==> config.mk <==
export PLATFORM = sky130hd
export DESIGN_NAME = usbas_regs_top
export DESIGN_NICKNAME = d
export VERILOG_FILES = /design/src/usbas_pkg.sv /design/src/usbas_frame_timer.sv /design/src/usbas_regs_top.sv
export SDC_FILE = /design/constraint.sdc
export NUM_CORES = 1
export LEC_CHECK = 0
export ABC_AREA = 1
export ABC_CLOCK_PERIOD_IN_PS = 2090
export CAP_MARGIN = 10
export CORE_MARGIN = 4
export CORE_UTILIZATION = 40
export CTS_CLUSTER_DIAMETER = 50
export DETAILED_ROUTE_END_ITERATION = 10
export DONT_BUFFER_PORTS = 1
export PLACE_DENSITY = 0.63
export SLEW_MARGIN = 20
export SYNTH_ARGS = -nofsm -noshare
export SYNTH_HDL_FRONTEND = slang
export SYNTH_SLANG_ARGS = --single-unit
==> constraint.sdc <==
create_clock -name clk_sys -period 2.09 [get_ports clk_sys]
set_input_delay 0.209 -clock clk_sys [delete_from_list [all_inputs] [get_ports clk_sys]]
set_output_delay 0.209 -clock clk_sys [all_outputs]
set_load 0.02 [all_outputs]
==> src/usbas_pkg.sv <==
// usbas_pkg: constants for the usb address and status register block
//------------------------------------------------------------------------------
// Summary of operation
// - seven-bit writable device address in bits 6:0
// - address clears on power-on and usb reset
// - address register bit 7 reads zero
// - usb bus reset sets host reset flag
// - usb reset resets all usb logic
// - enabled function reset clears mask, keeps enable/shadow/connect
// - enabled function reset drives reset output pin
// - host reset flag read-only, cleared by vector write
// - resume detect sets flag, vector write clears
// - every host frame start sets flag
// - artificial frame start while unlocked sets flag
// - setup buffer overwrite sets flag
//------------------------------------------------------------------------------
package usbas_pkg;
  // register indices; byte address is four times the index
  localparam logic [15:0] IDX_STATUS  = 16'hfffe;
  localparam logic [15:0] IDX_ADDRESS = 16'hffff;
  localparam logic [15:0] IDX_MASK    = 16'hfffd;
  localparam logic [15:0] IDX_CONTROL = 16'hfffc;
  localparam logic [15:0] IDX_VECTOR  = 16'hffb2;
  localparam logic [31:0] ADDR_STATUS  = {14'h0000, IDX_STATUS, 2'h0};
  localparam logic [31:0] ADDR_ADDRESS = {14'h0000, IDX_ADDRESS, 2'h0};
  localparam logic [31:0] ADDR_MASK    = {14'h0000, IDX_MASK, 2'h0};
  localparam logic [31:0] ADDR_CONTROL = {14'h0000, IDX_CONTROL, 2'h0};
  localparam logic [31:0] ADDR_VECTOR  = {14'h0000, IDX_VECTOR, 2'h0};
  // widths
  localparam int unsigned REG_W  = 8;
  localparam int unsigned ADDR_W = 7;
  localparam int unsigned CNT_W  = 17;
  // status bit positions
  localparam int unsigned BIT_HOST_RESET = 7;
  localparam int unsigned BIT_SUSPEND    = 6;
  localparam int unsigned BIT_RESUME     = 5;
  localparam int unsigned BIT_FRAME      = 4;
  localparam int unsigned BIT_PSEUDO     = 3;
  localparam int unsigned BIT_SETUP      = 2;
  localparam int unsigned BIT_OVERWRITE  = 0;
  localparam logic [7:0]  STATUS_USED    = 8'hfd;
  // control bit positions
  localparam int unsigned BIT_FUNC_RESET_EN = 0;
  localparam int unsigned BIT_ROM_SHADOW    = 1;
  localparam int unsigned BIT_CONNECT       = 2;
  localparam logic [7:0]  CONTROL_USED      = 8'h07;
  // reset values
  localparam logic [7:0] RST_STATUS  = 8'h00;
  localparam logic [6:0] RST_ADDRESS = 7'h00;
  localparam logic [7:0] RST_MASK    = 8'h00;
  localparam logic [7:0] RST_CONTROL = 8'h00;
  // timing: nominal frame period
  localparam int unsigned CLK_PERIOD_NS    = 10;
  localparam int unsigned FRAME_PERIOD_NS  = 1000000;
  localparam int unsigned FRAME_CYCLES_DEF = FRAME_PERIOD_NS / CLK_PERIOD_NS;
endpackage : usbas_pkg

==> src/usbas_frame_timer.sv <==
// usbas_frame_timer: frame timer that makes artificial frame starts when unlocked
`timescale 1ns/10ps
`default_nettype none
module usbas_frame_timer #(
  parameter int unsigned FRAME_CYCLES = usbas_pkg::FRAME_CYCLES_DEF
) (
  // clock and reset
  input  wire logic clk_sys,
  input  wire logic reset_n,
  // control
  input  wire logic usb_clear,
  input  wire logic sof_detect,
  input  wire logic frame_locked,
  // event
  output logic      pseudo_sof
);
  import usbas_pkg::*;

  localparam logic [CNT_W-1:0] LAST_COUNT = CNT_W'(FRAME_CYCLES - 1);

  logic [CNT_W-1:0] count_reg;
  logic [CNT_W-1:0] count_next;
  logic             pseudo_reg;
  logic             pseudo_next;

  //----------------------------------------------------------------------------
  // frame counter
  //----------------------------------------------------------------------------
  // a real frame start realigns the count so pseudo starts fall between them
  always_comb begin
    count_next  = count_reg + CNT_W'(1);
    pseudo_next = 1'b0;
    if (usb_clear) begin
      count_next = '0;
    end else if (sof_detect) begin
      count_next = '0;
    end else if (count_reg == LAST_COUNT) begin
      count_next  = '0;
      pseudo_next = !frame_locked;
    end
  end

  // register stage
  always_ff @(posedge clk_sys) begin
    if (!reset_n) begin
      count_reg  <= '0;
      pseudo_reg <= 1'b0;
    end else begin
      count_reg  <= count_next;
      pseudo_reg <= pseudo_next;
    end
  end

  assign pseudo_sof = pseudo_reg;

  AST_PSEUDO_ONLY_UNLOCKED : assert property (@(posedge clk_sys) disable iff (!reset_n)
    pseudo_sof |-> $past(!frame_locked) && $past(count_reg) == LAST_COUNT)
    else $error("artificial frame start while locked or off period");
endmodule : usbas_frame_timer
`default_nettype wire

==> src/usbas_regs_top.sv <==
// usbas_regs_top: usb device address and status registers behind an apb slave
//
// Local design decision: the APB slave port.
`timescale 1ns/10ps
`default_nettype none
module usbas_regs_top #(
  parameter int unsigned FRAME_CYCLES = usbas_pkg::FRAME_CYCLES_DEF
) (
  // clock and reset
  input  wire logic                          clk_sys,
  input  wire logic                          reset_n,
  // apb slave
  input  wire logic                          psel,
  input  wire logic                          penable,
  input  wire logic                          pwrite,
  input  wire logic [31:0]                   paddr,
  input  wire logic [31:0]                   pwdata,
  input  wire logic [3:0]                    pstrb,
  output logic      [31:0]                   prdata,
  output logic                               pready,
  output logic                               pslverr,
  // usb logic events
  input  wire logic                          usb_bus_reset,
  input  wire logic                          suspend_detect,
  input  wire logic                          resume_detect,
  input  wire logic                          sof_detect,
  input  wire logic                          frame_locked,
  input  wire logic                          setup_done,
  input  wire logic                          setup_overwrite,
  // device outputs
  output logic      [usbas_pkg::ADDR_W-1:0]  device_address_field,
  output logic                               usb_logic_reset,
  output logic                               chip_logic_reset,
  output logic                               reset_output_pin,
  output logic                               rom_shadow_bit,
  output logic                               function_connect_bit,
  output logic                               irq
);
  import usbas_pkg::*;

  //----------------------------------------------------------------------------
  // state
  //----------------------------------------------------------------------------
  logic [REG_W-1:0]  usb_status_flags_reg;
  logic [REG_W-1:0]  usb_status_flags_next;
  logic [ADDR_W-1:0] usb_device_address_reg;
  logic [ADDR_W-1:0] usb_device_address_next;
  logic [REG_W-1:0]  mask_reg;
  logic [REG_W-1:0]  mask_next;
  logic [REG_W-1:0]  control_reg;
  logic [REG_W-1:0]  control_next;
  logic              irq_reg;
  logic              irq_next;
  logic              usb_reset_reg;
  logic              chip_reset_reg;
  logic              chip_reset_next;
  logic [31:0]       prdata_reg;
  logic [31:0]       prdata_next;
  logic              pready_reg;
  logic              pready_next;
  logic              pslverr_reg;
  logic              pslverr_next;
  logic              pseudo_sof;
  logic [REG_W-1:0]  events;
  logic              apb_setup;
  logic              apb_write;
  logic              addr_hit;
  logic              vector_write;
  logic              func_reset_en;

  //----------------------------------------------------------------------------
  // bus decode
  //----------------------------------------------------------------------------
  // writes land only on the completing edge and only with lane 0 enabled
  assign apb_setup = psel && !penable;
  assign apb_write = psel && penable && pready_reg && pwrite && !pslverr_reg && pstrb[0];
  assign addr_hit  = (paddr == ADDR_STATUS) || (paddr == ADDR_ADDRESS) ||
                     (paddr == ADDR_MASK) || (paddr == ADDR_CONTROL) ||
                     (paddr == ADDR_VECTOR);
  assign vector_write  = apb_write && (paddr == ADDR_VECTOR);
  assign func_reset_en = control_reg[BIT_FUNC_RESET_EN];

  //----------------------------------------------------------------------------
  // frame timer
  //----------------------------------------------------------------------------
  // the frame timer is part of the usb logic and restarts on a bus reset
  usbas_frame_timer #(
    .FRAME_CYCLES (FRAME_CYCLES)
  ) u_frame_timer (
    .clk_sys      (clk_sys),
    .reset_n      (reset_n),
    .usb_clear    (usb_bus_reset),
    .sof_detect   (sof_detect),
    .frame_locked (frame_locked),
    .pseudo_sof   (pseudo_sof)
  );

  //----------------------------------------------------------------------------
  // status flags
  //----------------------------------------------------------------------------
  // gather hardware events into status layout; bit 1 stays zero
  always_comb begin
    events                 = '0;
    events[BIT_HOST_RESET] = usb_bus_reset;
    events[BIT_SUSPEND]    = suspend_detect;
    events[BIT_RESUME]     = resume_detect;
    events[BIT_FRAME]      = sof_detect;
    events[BIT_PSEUDO]     = pseudo_sof;
    events[BIT_SETUP]      = setup_done;
    events[BIT_OVERWRITE]  = setup_overwrite;
  end

  // a vector write clears every flag; an event in the same cycle still wins
  always_comb begin
    usb_status_flags_next = usb_status_flags_reg;
    if (vector_write) begin
      usb_status_flags_next = '0;
    end
    usb_status_flags_next = (usb_status_flags_next | events) & STATUS_USED;
  end

  //----------------------------------------------------------------------------
  // device address, mask and control
  //----------------------------------------------------------------------------
  // bus reset beats a firmware write in the same cycle to the address, and to the mask when function reset is enabled
  always_comb begin
    usb_device_address_next = usb_device_address_reg;
    mask_next               = mask_reg;
    control_next            = control_reg;
    if (apb_write && (paddr == ADDR_ADDRESS)) begin
      usb_device_address_next = pwdata[ADDR_W-1:0];
    end
    if (apb_write && (paddr == ADDR_MASK)) begin
      mask_next = pwdata[REG_W-1:0] & STATUS_USED;
    end
    if (apb_write && (paddr == ADDR_CONTROL)) begin
      control_next = pwdata[REG_W-1:0] & CONTROL_USED;
    end
    if (usb_bus_reset) begin
      usb_device_address_next = RST_ADDRESS;
    end
    // the function reset enable itself survives so the reset can persist
    if (usb_bus_reset && func_reset_en) begin
      mask_next = RST_MASK;
    end
  end

  // reset outputs follow the bus reset level for as long as it lasts
  always_comb begin
    chip_reset_next = usb_bus_reset && func_reset_en;
  end

  // computed from next values so irq rises with the flag, not a cycle later
  always_comb begin
    irq_next = |(usb_status_flags_next & mask_next);
  end

  //----------------------------------------------------------------------------
  // apb answer
  //----------------------------------------------------------------------------
  // read data is captured in the setup cycle; the slave always answers in one
  always_comb begin
    prdata_next  = '0;
    pready_next  = apb_setup;
    pslverr_next = apb_setup && !addr_hit;
    if (apb_setup && !pwrite) begin
      case (paddr)
        ADDR_STATUS:  prdata_next[REG_W-1:0] = usb_status_flags_reg;
        ADDR_ADDRESS: prdata_next[ADDR_W-1:0] = usb_device_address_reg;
        ADDR_MASK:    prdata_next[REG_W-1:0] = mask_reg;
        ADDR_CONTROL: prdata_next[REG_W-1:0] = control_reg;
        default:      prdata_next = '0;
      endcase
    end
  end

  //----------------------------------------------------------------------------
  // registers
  //----------------------------------------------------------------------------
  // power-on reset puts everything at its documented default
  always_ff @(posedge clk_sys) begin
    if (!reset_n) begin
      usb_status_flags_reg   <= RST_STATUS;
      usb_device_address_reg <= RST_ADDRESS;
      mask_reg               <= RST_MASK;
      control_reg            <= RST_CONTROL;
      irq_reg                <= 1'b0;
      usb_reset_reg          <= 1'b0;
      chip_reset_reg         <= 1'b0;
      prdata_reg             <= '0;
      pready_reg             <= 1'b0;
      pslverr_reg            <= 1'b0;
    end else begin
      usb_status_flags_reg   <= usb_status_flags_next;
      usb_device_address_reg <= usb_device_address_next;
      mask_reg               <= mask_next;
      control_reg            <= control_next;
      irq_reg                <= irq_next;
      usb_reset_reg          <= usb_bus_reset;
      chip_reset_reg         <= chip_reset_next;
      prdata_reg             <= prdata_next;
      pready_reg             <= pready_next;
      pslverr_reg            <= pslverr_next;
    end
  end

  //----------------------------------------------------------------------------
  // outputs
  //----------------------------------------------------------------------------
  assign prdata               = prdata_reg;
  assign pready               = pready_reg;
  assign pslverr              = pslverr_reg;
  assign device_address_field = usb_device_address_reg;
  assign usb_logic_reset      = usb_reset_reg;
  assign chip_logic_reset     = chip_reset_reg;
  assign reset_output_pin     = chip_reset_reg;
  assign rom_shadow_bit       = control_reg[BIT_ROM_SHADOW];
  assign function_connect_bit = control_reg[BIT_CONNECT];
  assign irq                  = irq_reg;

  //----------------------------------------------------------------------------
  // assertions
  //----------------------------------------------------------------------------
  AST_ADDR_WRITE : assert property (@(posedge clk_sys) disable iff (!reset_n)
    apb_write && (paddr == ADDR_ADDRESS) && !usb_bus_reset
    |=> device_address_field == $past(pwdata[ADDR_W-1:0]))
    else $error("device address did not take the written value");

  AST_ADDR_CLEAR : assert property (@(posedge clk_sys) disable iff (!reset_n)
    usb_bus_reset |=> device_address_field == RST_ADDRESS)
    else $error("device address not cleared by usb reset");

  AST_ADDR_BIT7 : assert property (@(posedge clk_sys) disable iff (!reset_n)
    apb_setup && !pwrite && (paddr == ADDR_ADDRESS)
    |=> pready && prdata[31:ADDR_W] == '0 && prdata[ADDR_W-1:0] == $past(usb_device_address_reg))
    else $error("address read returned wrong data or set bit 7");

  AST_HOST_RESET_SET : assert property (@(posedge clk_sys) disable iff (!reset_n)
    usb_bus_reset |=> usb_status_flags_reg[BIT_HOST_RESET])
    else $error("host reset flag not set");

  AST_USB_LOGIC_RESET : assert property (@(posedge clk_sys) disable iff (!reset_n)
    $rose(usb_bus_reset) |=> usb_logic_reset ##1 (usb_logic_reset == $past(usb_bus_reset)))
    else $error("usb logic reset does not follow bus reset");

  AST_CHIP_RESET_KEEP : assert property (@(posedge clk_sys) disable iff (!reset_n)
    usb_bus_reset && func_reset_en && !apb_write
    |=> chip_logic_reset && mask_reg == RST_MASK && $stable(rom_shadow_bit) && $stable(function_connect_bit))
    else $error("function reset wrong or shadow/connect disturbed");

  AST_RESET_PIN : assert property (@(posedge clk_sys) disable iff (!reset_n)
    ##1 reset_output_pin == ($past(usb_bus_reset) && $past(func_reset_en)))
    else $error("reset output pin does not match reset and enable");

  AST_VECTOR_CLEAR : assert property (@(posedge clk_sys) disable iff (!reset_n)
    vector_write |=> usb_status_flags_reg == ($past(events) & STATUS_USED))
    else $error("vector write did not clear flags or lost an event");

  AST_SUSPEND_RESUME : assert property (@(posedge clk_sys) disable iff (!reset_n)
    suspend_detect || resume_detect
    |=> (usb_status_flags_reg[BIT_SUSPEND] == $past(suspend_detect) || $past(usb_status_flags_reg[BIT_SUSPEND]))
    && (usb_status_flags_reg[BIT_RESUME] || !$past(resume_detect)))
    else $error("suspend or resume flag not raised");

  AST_FRAME_FLAGS : assert property (@(posedge clk_sys) disable iff (!reset_n)
    sof_detect || setup_overwrite
    |=> (usb_status_flags_reg[BIT_FRAME] || !$past(sof_detect))
    && (usb_status_flags_reg[BIT_OVERWRITE] || !$past(setup_overwrite)))
    else $error("frame start or overwrite flag not raised");

  AST_PSEUDO_FLAG : assert property (@(posedge clk_sys) disable iff (!reset_n)
    pseudo_sof |=> usb_status_flags_reg[BIT_PSEUDO] && irq == |(usb_status_flags_reg & mask_reg))
    else $error("pseudo frame flag or irq wrong");

  AST_FLAGS_STICKY : assert property (@(posedge clk_sys) disable iff (!reset_n)
    !vector_write
    |=> (usb_status_flags_reg & $past(usb_status_flags_reg)) == $past(usb_status_flags_reg))
    else $error("status flag dropped without a vector write");

  AST_STATUS_WRITE_IGNORED : assert property (@(posedge clk_sys) disable iff (!reset_n)
    apb_write && (paddr == ADDR_STATUS)
    |=> usb_status_flags_reg == (($past(usb_status_flags_reg) | $past(events)) & STATUS_USED))
    else $error("write to read-only status changed flags");

  AST_UNMAPPED_REFUSED : assert property (@(posedge clk_sys) disable iff (!reset_n)
    apb_setup && !addr_hit |=> pready && pslverr && prdata == '0)
    else $error("unmapped access not refused");

  AST_ADDR_HOLD : assert property (@(posedge clk_sys) disable iff (!reset_n)
    !usb_bus_reset && !(apb_write && (paddr == ADDR_ADDRESS))
    |=> $stable(device_address_field))
    else $error("device address changed without write or usb reset");

  AST_NO_FUNC_RESET : assert property (@(posedge clk_sys) disable iff (!reset_n)
    !func_reset_en |=> !chip_logic_reset && !reset_output_pin)
    else $error("function reset raised while disabled");

  AST_MASK_KEPT : assert property (@(posedge clk_sys) disable iff (!reset_n)
    usb_bus_reset && !func_reset_en && !apb_write |=> mask_reg == $past(mask_reg))
    else $error("mask cleared by usb reset while function reset disabled");

  AST_IRQ_LEVEL : assert property (@(posedge clk_sys) disable iff (!reset_n)
    irq == |(usb_status_flags_reg & mask_reg))
    else $error("interrupt does not match unmasked flags");
endmodule : usbas_regs_top
`default_nettype wire

==> results of run 1 <==
[routing by layer]
metal	vias up	GRT usage, %	wire, um
li1	1282	-	-
met1	1103	17.9	2700
met2	71	26.6	3330
met3	7	5.47	564
met4	0	3.01	49
met5	-	0	0
[layout by cell type (no fill, tap or decap), types with 2 or more instances in the layout]
cell type      netlist  layout
a21oi_1             28      28
a31oi_1              4       4
buf_4               27       9
clkbuf_8             0       6
conb_1               1      24
dfxtp_1             55      55
dlygate4sd3_1        0       4
inv_1               57      57
inv_2                4       4
nand2_1             92      92
nand2_2              5       5
nand3_1             21      21
nand3_2              4       4
nand4_1             13      13
nor2_1              45      45
nor2_2               8       8
nor2_4               5       5
nor3_1               7       7
nor3_2               2       2
nor3_4               2       2
nor4_1               4       4
o21ai_0             12      12
xnor2_1              3       3
[power groups by stage]
| stage | registers (mW) | logic [mW] | clock network [mW] |
|---|---|---|---|
| after floorplan | 1.09 | 0.133 | 0 |
| after global placement | 1.09 | 0.113 | 0 |
| after detailed placement | 1.09 | 0.115 | 0 |
| after CTS | 1.07 | 0.121 | 0.613 |
| after global routing | 1.07 | 0.139 | 0.657 |
| final | 1.07 | 0.122 | 0.588 |
[path summary, 6_finish.rpt]
path                                                  from                     endpoint  slack (ns)  cells past startpoint
worst max-delay path            u_frame_timer.count_reg[0]  u_frame_timer.count_reg[16]        0.31                     11
worst min-delay path                                  psel                       pready        0.02                      2
worst max register to register  u_frame_timer.count_reg[0]  u_frame_timer.count_reg[16]        0.31                     11
worst min register to register    u_frame_timer.pseudo_sof      usb_status_flags_reg[3]        0.47                      2
[cell type report]
class	instances	area, um^2	area share [%]
clock buffers	6	82.6	2.69
clock inverters	1	5.00	0.163
inverters	61	229	7.45
multi-input cells	289	1430	46.5
flip-flops and latches	55	1100	35.8
well taps	96	120	3.91
repair buffers	13	108	3.50
[cell families after synthesis]
logic type,count (synthesis),synth area share [%]
adder cells (fa/ha/maj),1,0.427
XOR/XNOR,4,1.20
flip-flops,55,37.6
other,1,0.128
buffers and inverters,94,16.6
AO/OA/AOI/OAI,48,8.72
AND/OR/NAND/NOR,212,35.3
[what timing repair did]
| item | CTS | global route |
|---|---|---|
| endpoints found under the hold margin | 3 | 0 |
| endpoints found under the setup margin | 0 | 0 |
| setup buffers | 0 | 0 |
| hold buffers | 4 | 0 |
[worst max-delay path: cells and delay by family, from the launching register on]
kind                     cells  cell delay, ns
AND/OR/NAND/NOR              8            0.93
flip-flops                   1            0.39
adder cells (fa/ha/maj)      1            0.18
XOR/XNOR                     1            0.14
buffers and inverters        1            0.03
[metrics by stage]
step	utilization (%)	cell area (um^2)	power [mW]	setup slack (ns)	hold slack [ns]
floorplan	-	3010	1.22	0.533	0.286
global placement	42.4	2950	1.20	0.364	0.290
detailed placement	42.4	2950	1.21	0.300	0.295
CTS	44.3	3070	1.80	0.288	0.0168
global route	44.3	3070	1.87	0.0890	0.0172
finish	44.3	3070	1.78	0.311	0.0215
==> flow_summary.ini, run 1 <==
[run_status]
outcome = complete, no violations

[setup_path]
cpMaxStageDelayCell = dfxtp_1
cp_common_cell = nand2_1
crit_path_cell_trace = ha_1 -> nand2_1 -> nor2_2 -> nand3_2 -> nor2_4 -> nand2_2 -> nor3_2 -> nand4_1 -> xnor2_1 -> nand2_1 -> inv_1
worst_setup_path_start_kind = register
cp_max_fo = 4
arrival_ns = 1.99
crit_required_ns = 2.30
path_class = reg2reg
max_stage_delay_ns = 0.39
end_kind = register

[cts]
clock_sinks = 55
clk_pin_slew_ns = 0.09
post_cts_resized = 0
numCtsBuffers = 5
cts_buffer_depth = 2
cts-root-buf = clkbuf_8
clock_latency_ns = 0.31
htreeDepth = 2
cts_tree = built

[placed_design]
place_congestion = 0.893
dp_hpwl_mm = 5.17
dp.cells = 510
port_buffers = 0

[power]
p_sw_share_pct = 24.0
p_int_mw = 1.35
p_per_area_nw_per_um2 = 578
clkPwrFrac_pct = 33.1
ir_worst_vdd_mv = 0.294
leakage_nw = 1.23
p_comb_share_pct = 6.9
power.net_switching_mw = 0.427
power_frac_seq_pct = 60.0

[routing]
drtIter0Drc = 170
routed_wirelength_mm = 6.65
wl_per_cell_um = 12.8
via_per_inst = 4.73
vias = 2463
drc_errors = 0
ant_nets = 0
first_pass_iters = 4

[flow_run]
drv_cap = 0

[yosys]
synthesis.area_um2 = 2930
ys_types = 34
syn_avg_cell_area_um2 = 7.05
ys_async_sr_fraction_pct = 0
synth_seq_cells = 55
synthCells = 415
ys_top_cells_by_area = dfxtp_1, nand2_1, inv_1
synthFlopType = dfxtp_1
yosys.area.top_type = dfxtp_1
ys_seq_area_share_pct = 37.6
yosysWarnings = 0
yosysMostFrequentCell = nand2_1
netlist.area_leader.share_pct = 37.6
synth_edf_count = 0
yosys-top-cells-count = nand2_1, inv_1, dfxtp_1

[global_routing]
grt_pass1_wl_mm = 10.6
antenna_found_initial = 0
track_usage_pct = 15.2
grt_max_degree = 21
grt_overflow = 0
grt_pass1_vias = 2268

[floorplanning]
die_x_um = 93.6
rows = 30
start_util_pct = 42.2
ios = 127
core_area_um2 = 6940
die_h_um = 93.6
die_area_um2 = 8750

[finish]
drive_gt1_share_pct = 11.3
area.growth.synth_to_final_pct = 4.96
antenna_cells = 0
num-fill-cells = 717
instances_no_fill = 521
largest_reg_flops = 17
nets = 506

[timing]
finalSetupViolCount = 0
finalHoldViolCount = 0
slew_violations = 0
max_slew_margin_pct = 66.3
period_share_pct = 85.1
worst_slew_pin_slew_ns = 0.501
clock_skew_ns = 0.00683
tns_ns = 0
period_minus_slack_ns = 1.78
timing.fmax_ghz = 0.562
rsz0062_at_grt = no

[worst_hold_path]
hold_path.class = in2reg
Power figures use the tool's default switching activity.
==> inputs of run 2 (changes only) <==
--- a/config.mk
+++ b/config.mk
@@ -10,9 +10,9 @@
 export CAP_MARGIN = 10
 export CORE_MARGIN = 4
-export CORE_UTILIZATION = 40
-export CTS_CLUSTER_DIAMETER = 50
+export CORE_UTILIZATION = 60
+export CTS_CLUSTER_DIAMETER = 150
 export DETAILED_ROUTE_END_ITERATION = 10
 export DONT_BUFFER_PORTS = 1
-export PLACE_DENSITY = 0.63
+export PLACE_DENSITY = 0.85
 export SLEW_MARGIN = 20
 export SYNTH_ARGS = -nofsm -noshare
==> constraint.sdc (replaced) <==
create_clock -name clk_sys -period 2.09 [get_ports clk_sys]
set_input_delay 0.1045 -clock clk_sys [delete_from_list [all_inputs] [get_ports clk_sys]]
set_output_delay 0.1045 -clock clk_sys [all_outputs]
set_load 0.02 [all_outputs]
==> flow_summary.ini, run 2 (same netlist as run 1, synthesis figures left out) <==
[timing]
slew_violations = 0
layout_setup_ws_ns = 0.150
finalSetupViolCount = 0
clock_skew_ns = 0.00878
period_minus_slack_ns = 1.94
period_share_pct = 92.8
tns_ns = 0
rsz0062_at_grt = no
finalHoldViolCount = 0
timing.fmax_ghz = 0.515

[cts]
cts-root-buf = clkbuf_8
clk_pin_slew_ns = 0.10
numCtsBuffers = 5
clock_latency_ns = 0.31
htreeDepth = 2
cts_tree = built
clock_sinks = 55
cts_buffer_depth = 2

[flow_run]
drv_cap = 0

[setup_path]
rr_worst_depth = 10
cp_max_fo = 8
worst_setup_path_start_kind = register
cpMaxStageDelayCell = dfxtp_1
max_stage_delay_ns = 0.39
arrival_ns = 2.13
timing.rr.end = irq
crit_path_cell_trace = inv_1 -> nand4_1 -> nor2_4 -> nand3_1 -> nand2_1 -> nand2_1 -> nand3_1 -> nand2_1 -> nor2_1 -> a21oi_1
path_class = reg2reg
crit_end = irq
rrSetupSlack_ns = 0.15
end_kind = register
startpoint = pslverr
cp_common_cell = nand2_1
r2r-start = pslverr
crit_required_ns = 2.28

[global_routing]
track_usage_pct = 22.2
grt_overflow = 0
antenna_found_initial = 0
grt_pass1_wl_mm = 10.9
grt_max_degree = 21
grt_pass1_vias = 2441

[finish]
antenna_cells = 0
instances_no_fill = 506
finish.utilization_pct = 67.2
seqCellArea_um2 = 1100
drive_gt1_share_pct = 10.3
num-fill-cells = 412
nets = 519
largest_reg_flops = 17
final_common_cell = nand2_1
final_cell_mix = nand2_1, inv_1, dfxtp_1, nor2_1, a21oi_1
area.growth.synth_to_final_pct = 8.33
multi_input_area_um2 = 1430

[power]
ir_worst_vdd_mv = 0.436
p_per_area_nw_per_um2 = 560
power_mw = 1.78
leakage_nw = 1.28

[placed_design]
dp_hpwl_mm = 4.75
place_ws_ns = 0.286
port_buffers = 0
place_congestion = 0.876
dp.cells = 478

[floorplanning]
core_area_um2 = 4720
die_x_um = 77.9
start_util_pct = 62.0
die_area_um2 = 6060
die_h_um = 77.9
rows = 25
ios = 127

[routing]
first_pass_iters = 4
ant_nets = 0
drc_errors = 0
drtIter0Drc = 241
via_per_inst = 5.03
routed_wirelength_mm = 6.64
wl_per_cell_um = 13.1
vias = 2543

[worst_hold_path]
hold_path.class = in2reg
hp-start = pwdata[2]

[run_status]
outcome = complete, no violations
==> run 2: cell types whose count changed in the layout (fill, tap and decap cells not counted) <==
cell / delta
clkbuf_1: +1
clkbuf_8: -1
buf_4: -3
dlygate4sd3_1: +16
clkinvlp_4: +1
==> run 2: layout make-up <==
type	instances	area share (%)
clock inverter	2	0.394
inverter	61	7.22
multi-input combinational	289	45.0
tap	67	2.64
clock buffer	6	2.29
timing repair buffer	26	7.73
sequential	55	34.7
==> run 2: worst min-delay path by stage <==
stage / endpoint / slack, ns / depth (start not counted)
after global routing: prdata[1] / 0.01 / 3
after global placement: u_frame_timer.pseudo_sof / 0.19 / 1
after detailed placement: u_frame_timer.pseudo_sof / 0.19 / 1
after CTS: device_address_field[2] / 0.005 / 2
after floorplan: u_frame_timer.pseudo_sof / 0.18 / 1
final: device_address_field[2] / 0.008 / 2
==> run 2: metal layers <==
metal	routed length [um]	GRT usage [%]
met5	0	0
met1	2580	25.4
met3	513	5.34
met4	78	8.19
met2	3460	39.6
==> run 2: per-stage QoR <==
stage	instance area [um^2]	hold WS [ns]
floorplan	3010	0.181
global placement	2890	0.187
detailed placement	2890	0.186
CTS	3170	0.00480
global route	3170	0.0112
finish	3170	0.00766
==> run 2: what timing repair did <==
item / 4_1_cts / 5_1_grt
endpoints found under the setup margin: 0 / 0
hold endpoints to repair: 29 / 0
hold buffers: 20 / 0
gates resized for setup: 0 / 0
buffers inserted: 0 / 0
==> run 2: where the power goes <==
group	switching, mW	internal (mW)	leakage (nW)	total (mW)
combinational	0.0981	0.0478	0.790	0.146
sequential	0.00844	1.06	0.446	1.07
clock	0.330	0.235	0.0412	0.564
==> run 2: worst max-delay path: cells and delay by family (launching register included) <==
family	cells	cell delay, ns
buf+inv	1	0.08
compound gates	1	0.08
flops	1	0.39
simple gates	8	1.26
==> inputs of run 3 (changes only) <==
Settings changed: ABC_CLOCK_PERIOD_IN_PS 2090 to 1550, CORE_UTILIZATION 60 to 23, PLACE_DENSITY 0.85 to 0.46.
Clock period 2.09 ns to 1.55 ns, I/O delays scaled along.
==> flow_summary.ini, run 3 (same netlist as run 1, synthesis figures left out) <==
[run_status]
outcome = finished, violations left
violations = negative setup slack

[global_routing]
grt_overflow = 0
antenna_found_initial = 0
grt_pass1_vias = 2589
track_usage_pct = 10.9
grt_max_degree = 20
grt_pass1_wl_mm = 12.6

[floorplanning]
die_area_um2 = 14600
rows = 40
die_x_um = 121
ios = 127
core_area_um2 = 12200
die_h_um = 121
start_util_pct = 24.0

[timing]
finalSetupViolCount = 8
worst_slew_pin_slew_ns = 0.515
tns_ns = -0.498
clock_skew_ns = 0.00468
slew_violations = 0
timing.fmax_ghz = 0.600
period_share_pct = 108
finalHoldViolCount = 0
hold_ws_ns = 0.00930
layout_setup_ws_ns = -0.118
rsz0062_at_grt = yes
period_minus_slack_ns = 1.67
max_slew_margin_pct = 65.3

[finish]
final_common_cell = nand2_1
nets = 562
final_cell_mix = nand2_1, inv_1, dfxtp_1, nor2_1, buf_4
largest_reg_flops = 17
instances_no_fill = 650
area.growth.synth_to_final_pct = 29.6
drive_gt1_share_pct = 22.4
num-fill-cells = 1368
antenna_cells = 0
finish.utilization_pct = 31.1

[setup_path]
cp_max_fo = 5
end_kind = register
crit_required_ns = 1.75
path_class = reg2reg
worst_setup_path_start_kind = register
arrival_ns = 1.86

[power]
leakage_nw = 1.55
p_per_area_nw_per_um2 = 745
ir_worst_vdd_mv = 0.374

[placed_design]
place_congestion = 0.778
port_buffers = 0
dp_hpwl_mm = 6.25
place_ws_ns = -0.0932
dp.cells = 612

[routing]
wl_per_cell_um = 12.4
vias = 2657
drtIter0Drc = 109
first_pass_iters = 4
routed_wirelength_mm = 8.09
ant_nets = 0
via_per_inst = 4.09
drc_errors = 0

[cts]
cts_tree = built
clk_pin_slew_ns = 0.07
cts-root-buf = clkbuf_16
htreeDepth = 2
clock_latency_ns = 0.29
cts_buffer_depth = 2
clock_sinks = 55
numCtsBuffers = 5

[flow_run]
drv_cap = 0

[worst_hold_path]
hold_path.class = in2reg
==> run 3: final timing paths <==
check / from / to / slack, ns / cells past startpoint
max reg2reg: u_frame_timer.count_reg[4] / u_frame_timer.count_reg[15] / -0.12 / 10
min: paddr[3] / prdata[1] / 0.009 / 3
max: u_frame_timer.count_reg[4] / u_frame_timer.count_reg[15] / -0.12 / 10
min reg2reg: u_frame_timer.pseudo_sof / usb_status_flags_reg[3] / 0.47 / 2
==> run 3: power breakdown <==
group	switching, mW	internal [mW]
Sequential	0.00976	1.43
Clock	0.509	0.648
Combinational	0.142	0.0878
Total	0.661	2.16
==> run 3: critical path, stage by stage, from the launching register on <==
cell	delay (ns)
dfxtp_2	0.34
buf_6	0.10
nand4_1	0.09
nor4_2	0.33
nand2_1	0.14
nor2_2	0.17
nor3_4	0.08
buf_6	0.14
buf_6	0.11
nand3_2	0.05
inv_1	0.03
==> run 3: area by class of cell <==
type,instances,area (um^2),share of cell area [%]
inverter,61,231,6.10
tap,168,210,5.54
clock buffer,7,143,3.76
timing repair buffer,69,609,16.1
multi-input combinational,289,1480,39.1
clock inverter,1,8.76,0.231
sequential,55,1110,29.2
==> run 3: timing repair <==
item                                   4_1_cts  5_1_grt
setup endpoints to repair                    6       26
resized for setup                           14       18
hold buffers                                19        0
pin swaps                                    5       10
buffers inserted                             6        5
endpoints found under the hold margin       26        0
==> run 3: routing by layer <==
metal	global-route usage [%]	share of wire [%]	up-vias
met5	0	0	-
met3	3.41	7.4	4
met1	13.1	43	1177
li1	-	-	1399
met4	2.34	0.66	0
met2	18.9	49	77
==> run 3: per-stage QoR <==
stage | instance area, um^2 | total power, mW
after global routing | 3790 | 2.96
after detailed placement | 3290 | 1.65
after CTS | 3720 | 2.88
after floorplan | 3010 | 1.65
final | 3790 | 2.82
after global placement | 3290 | 1.65
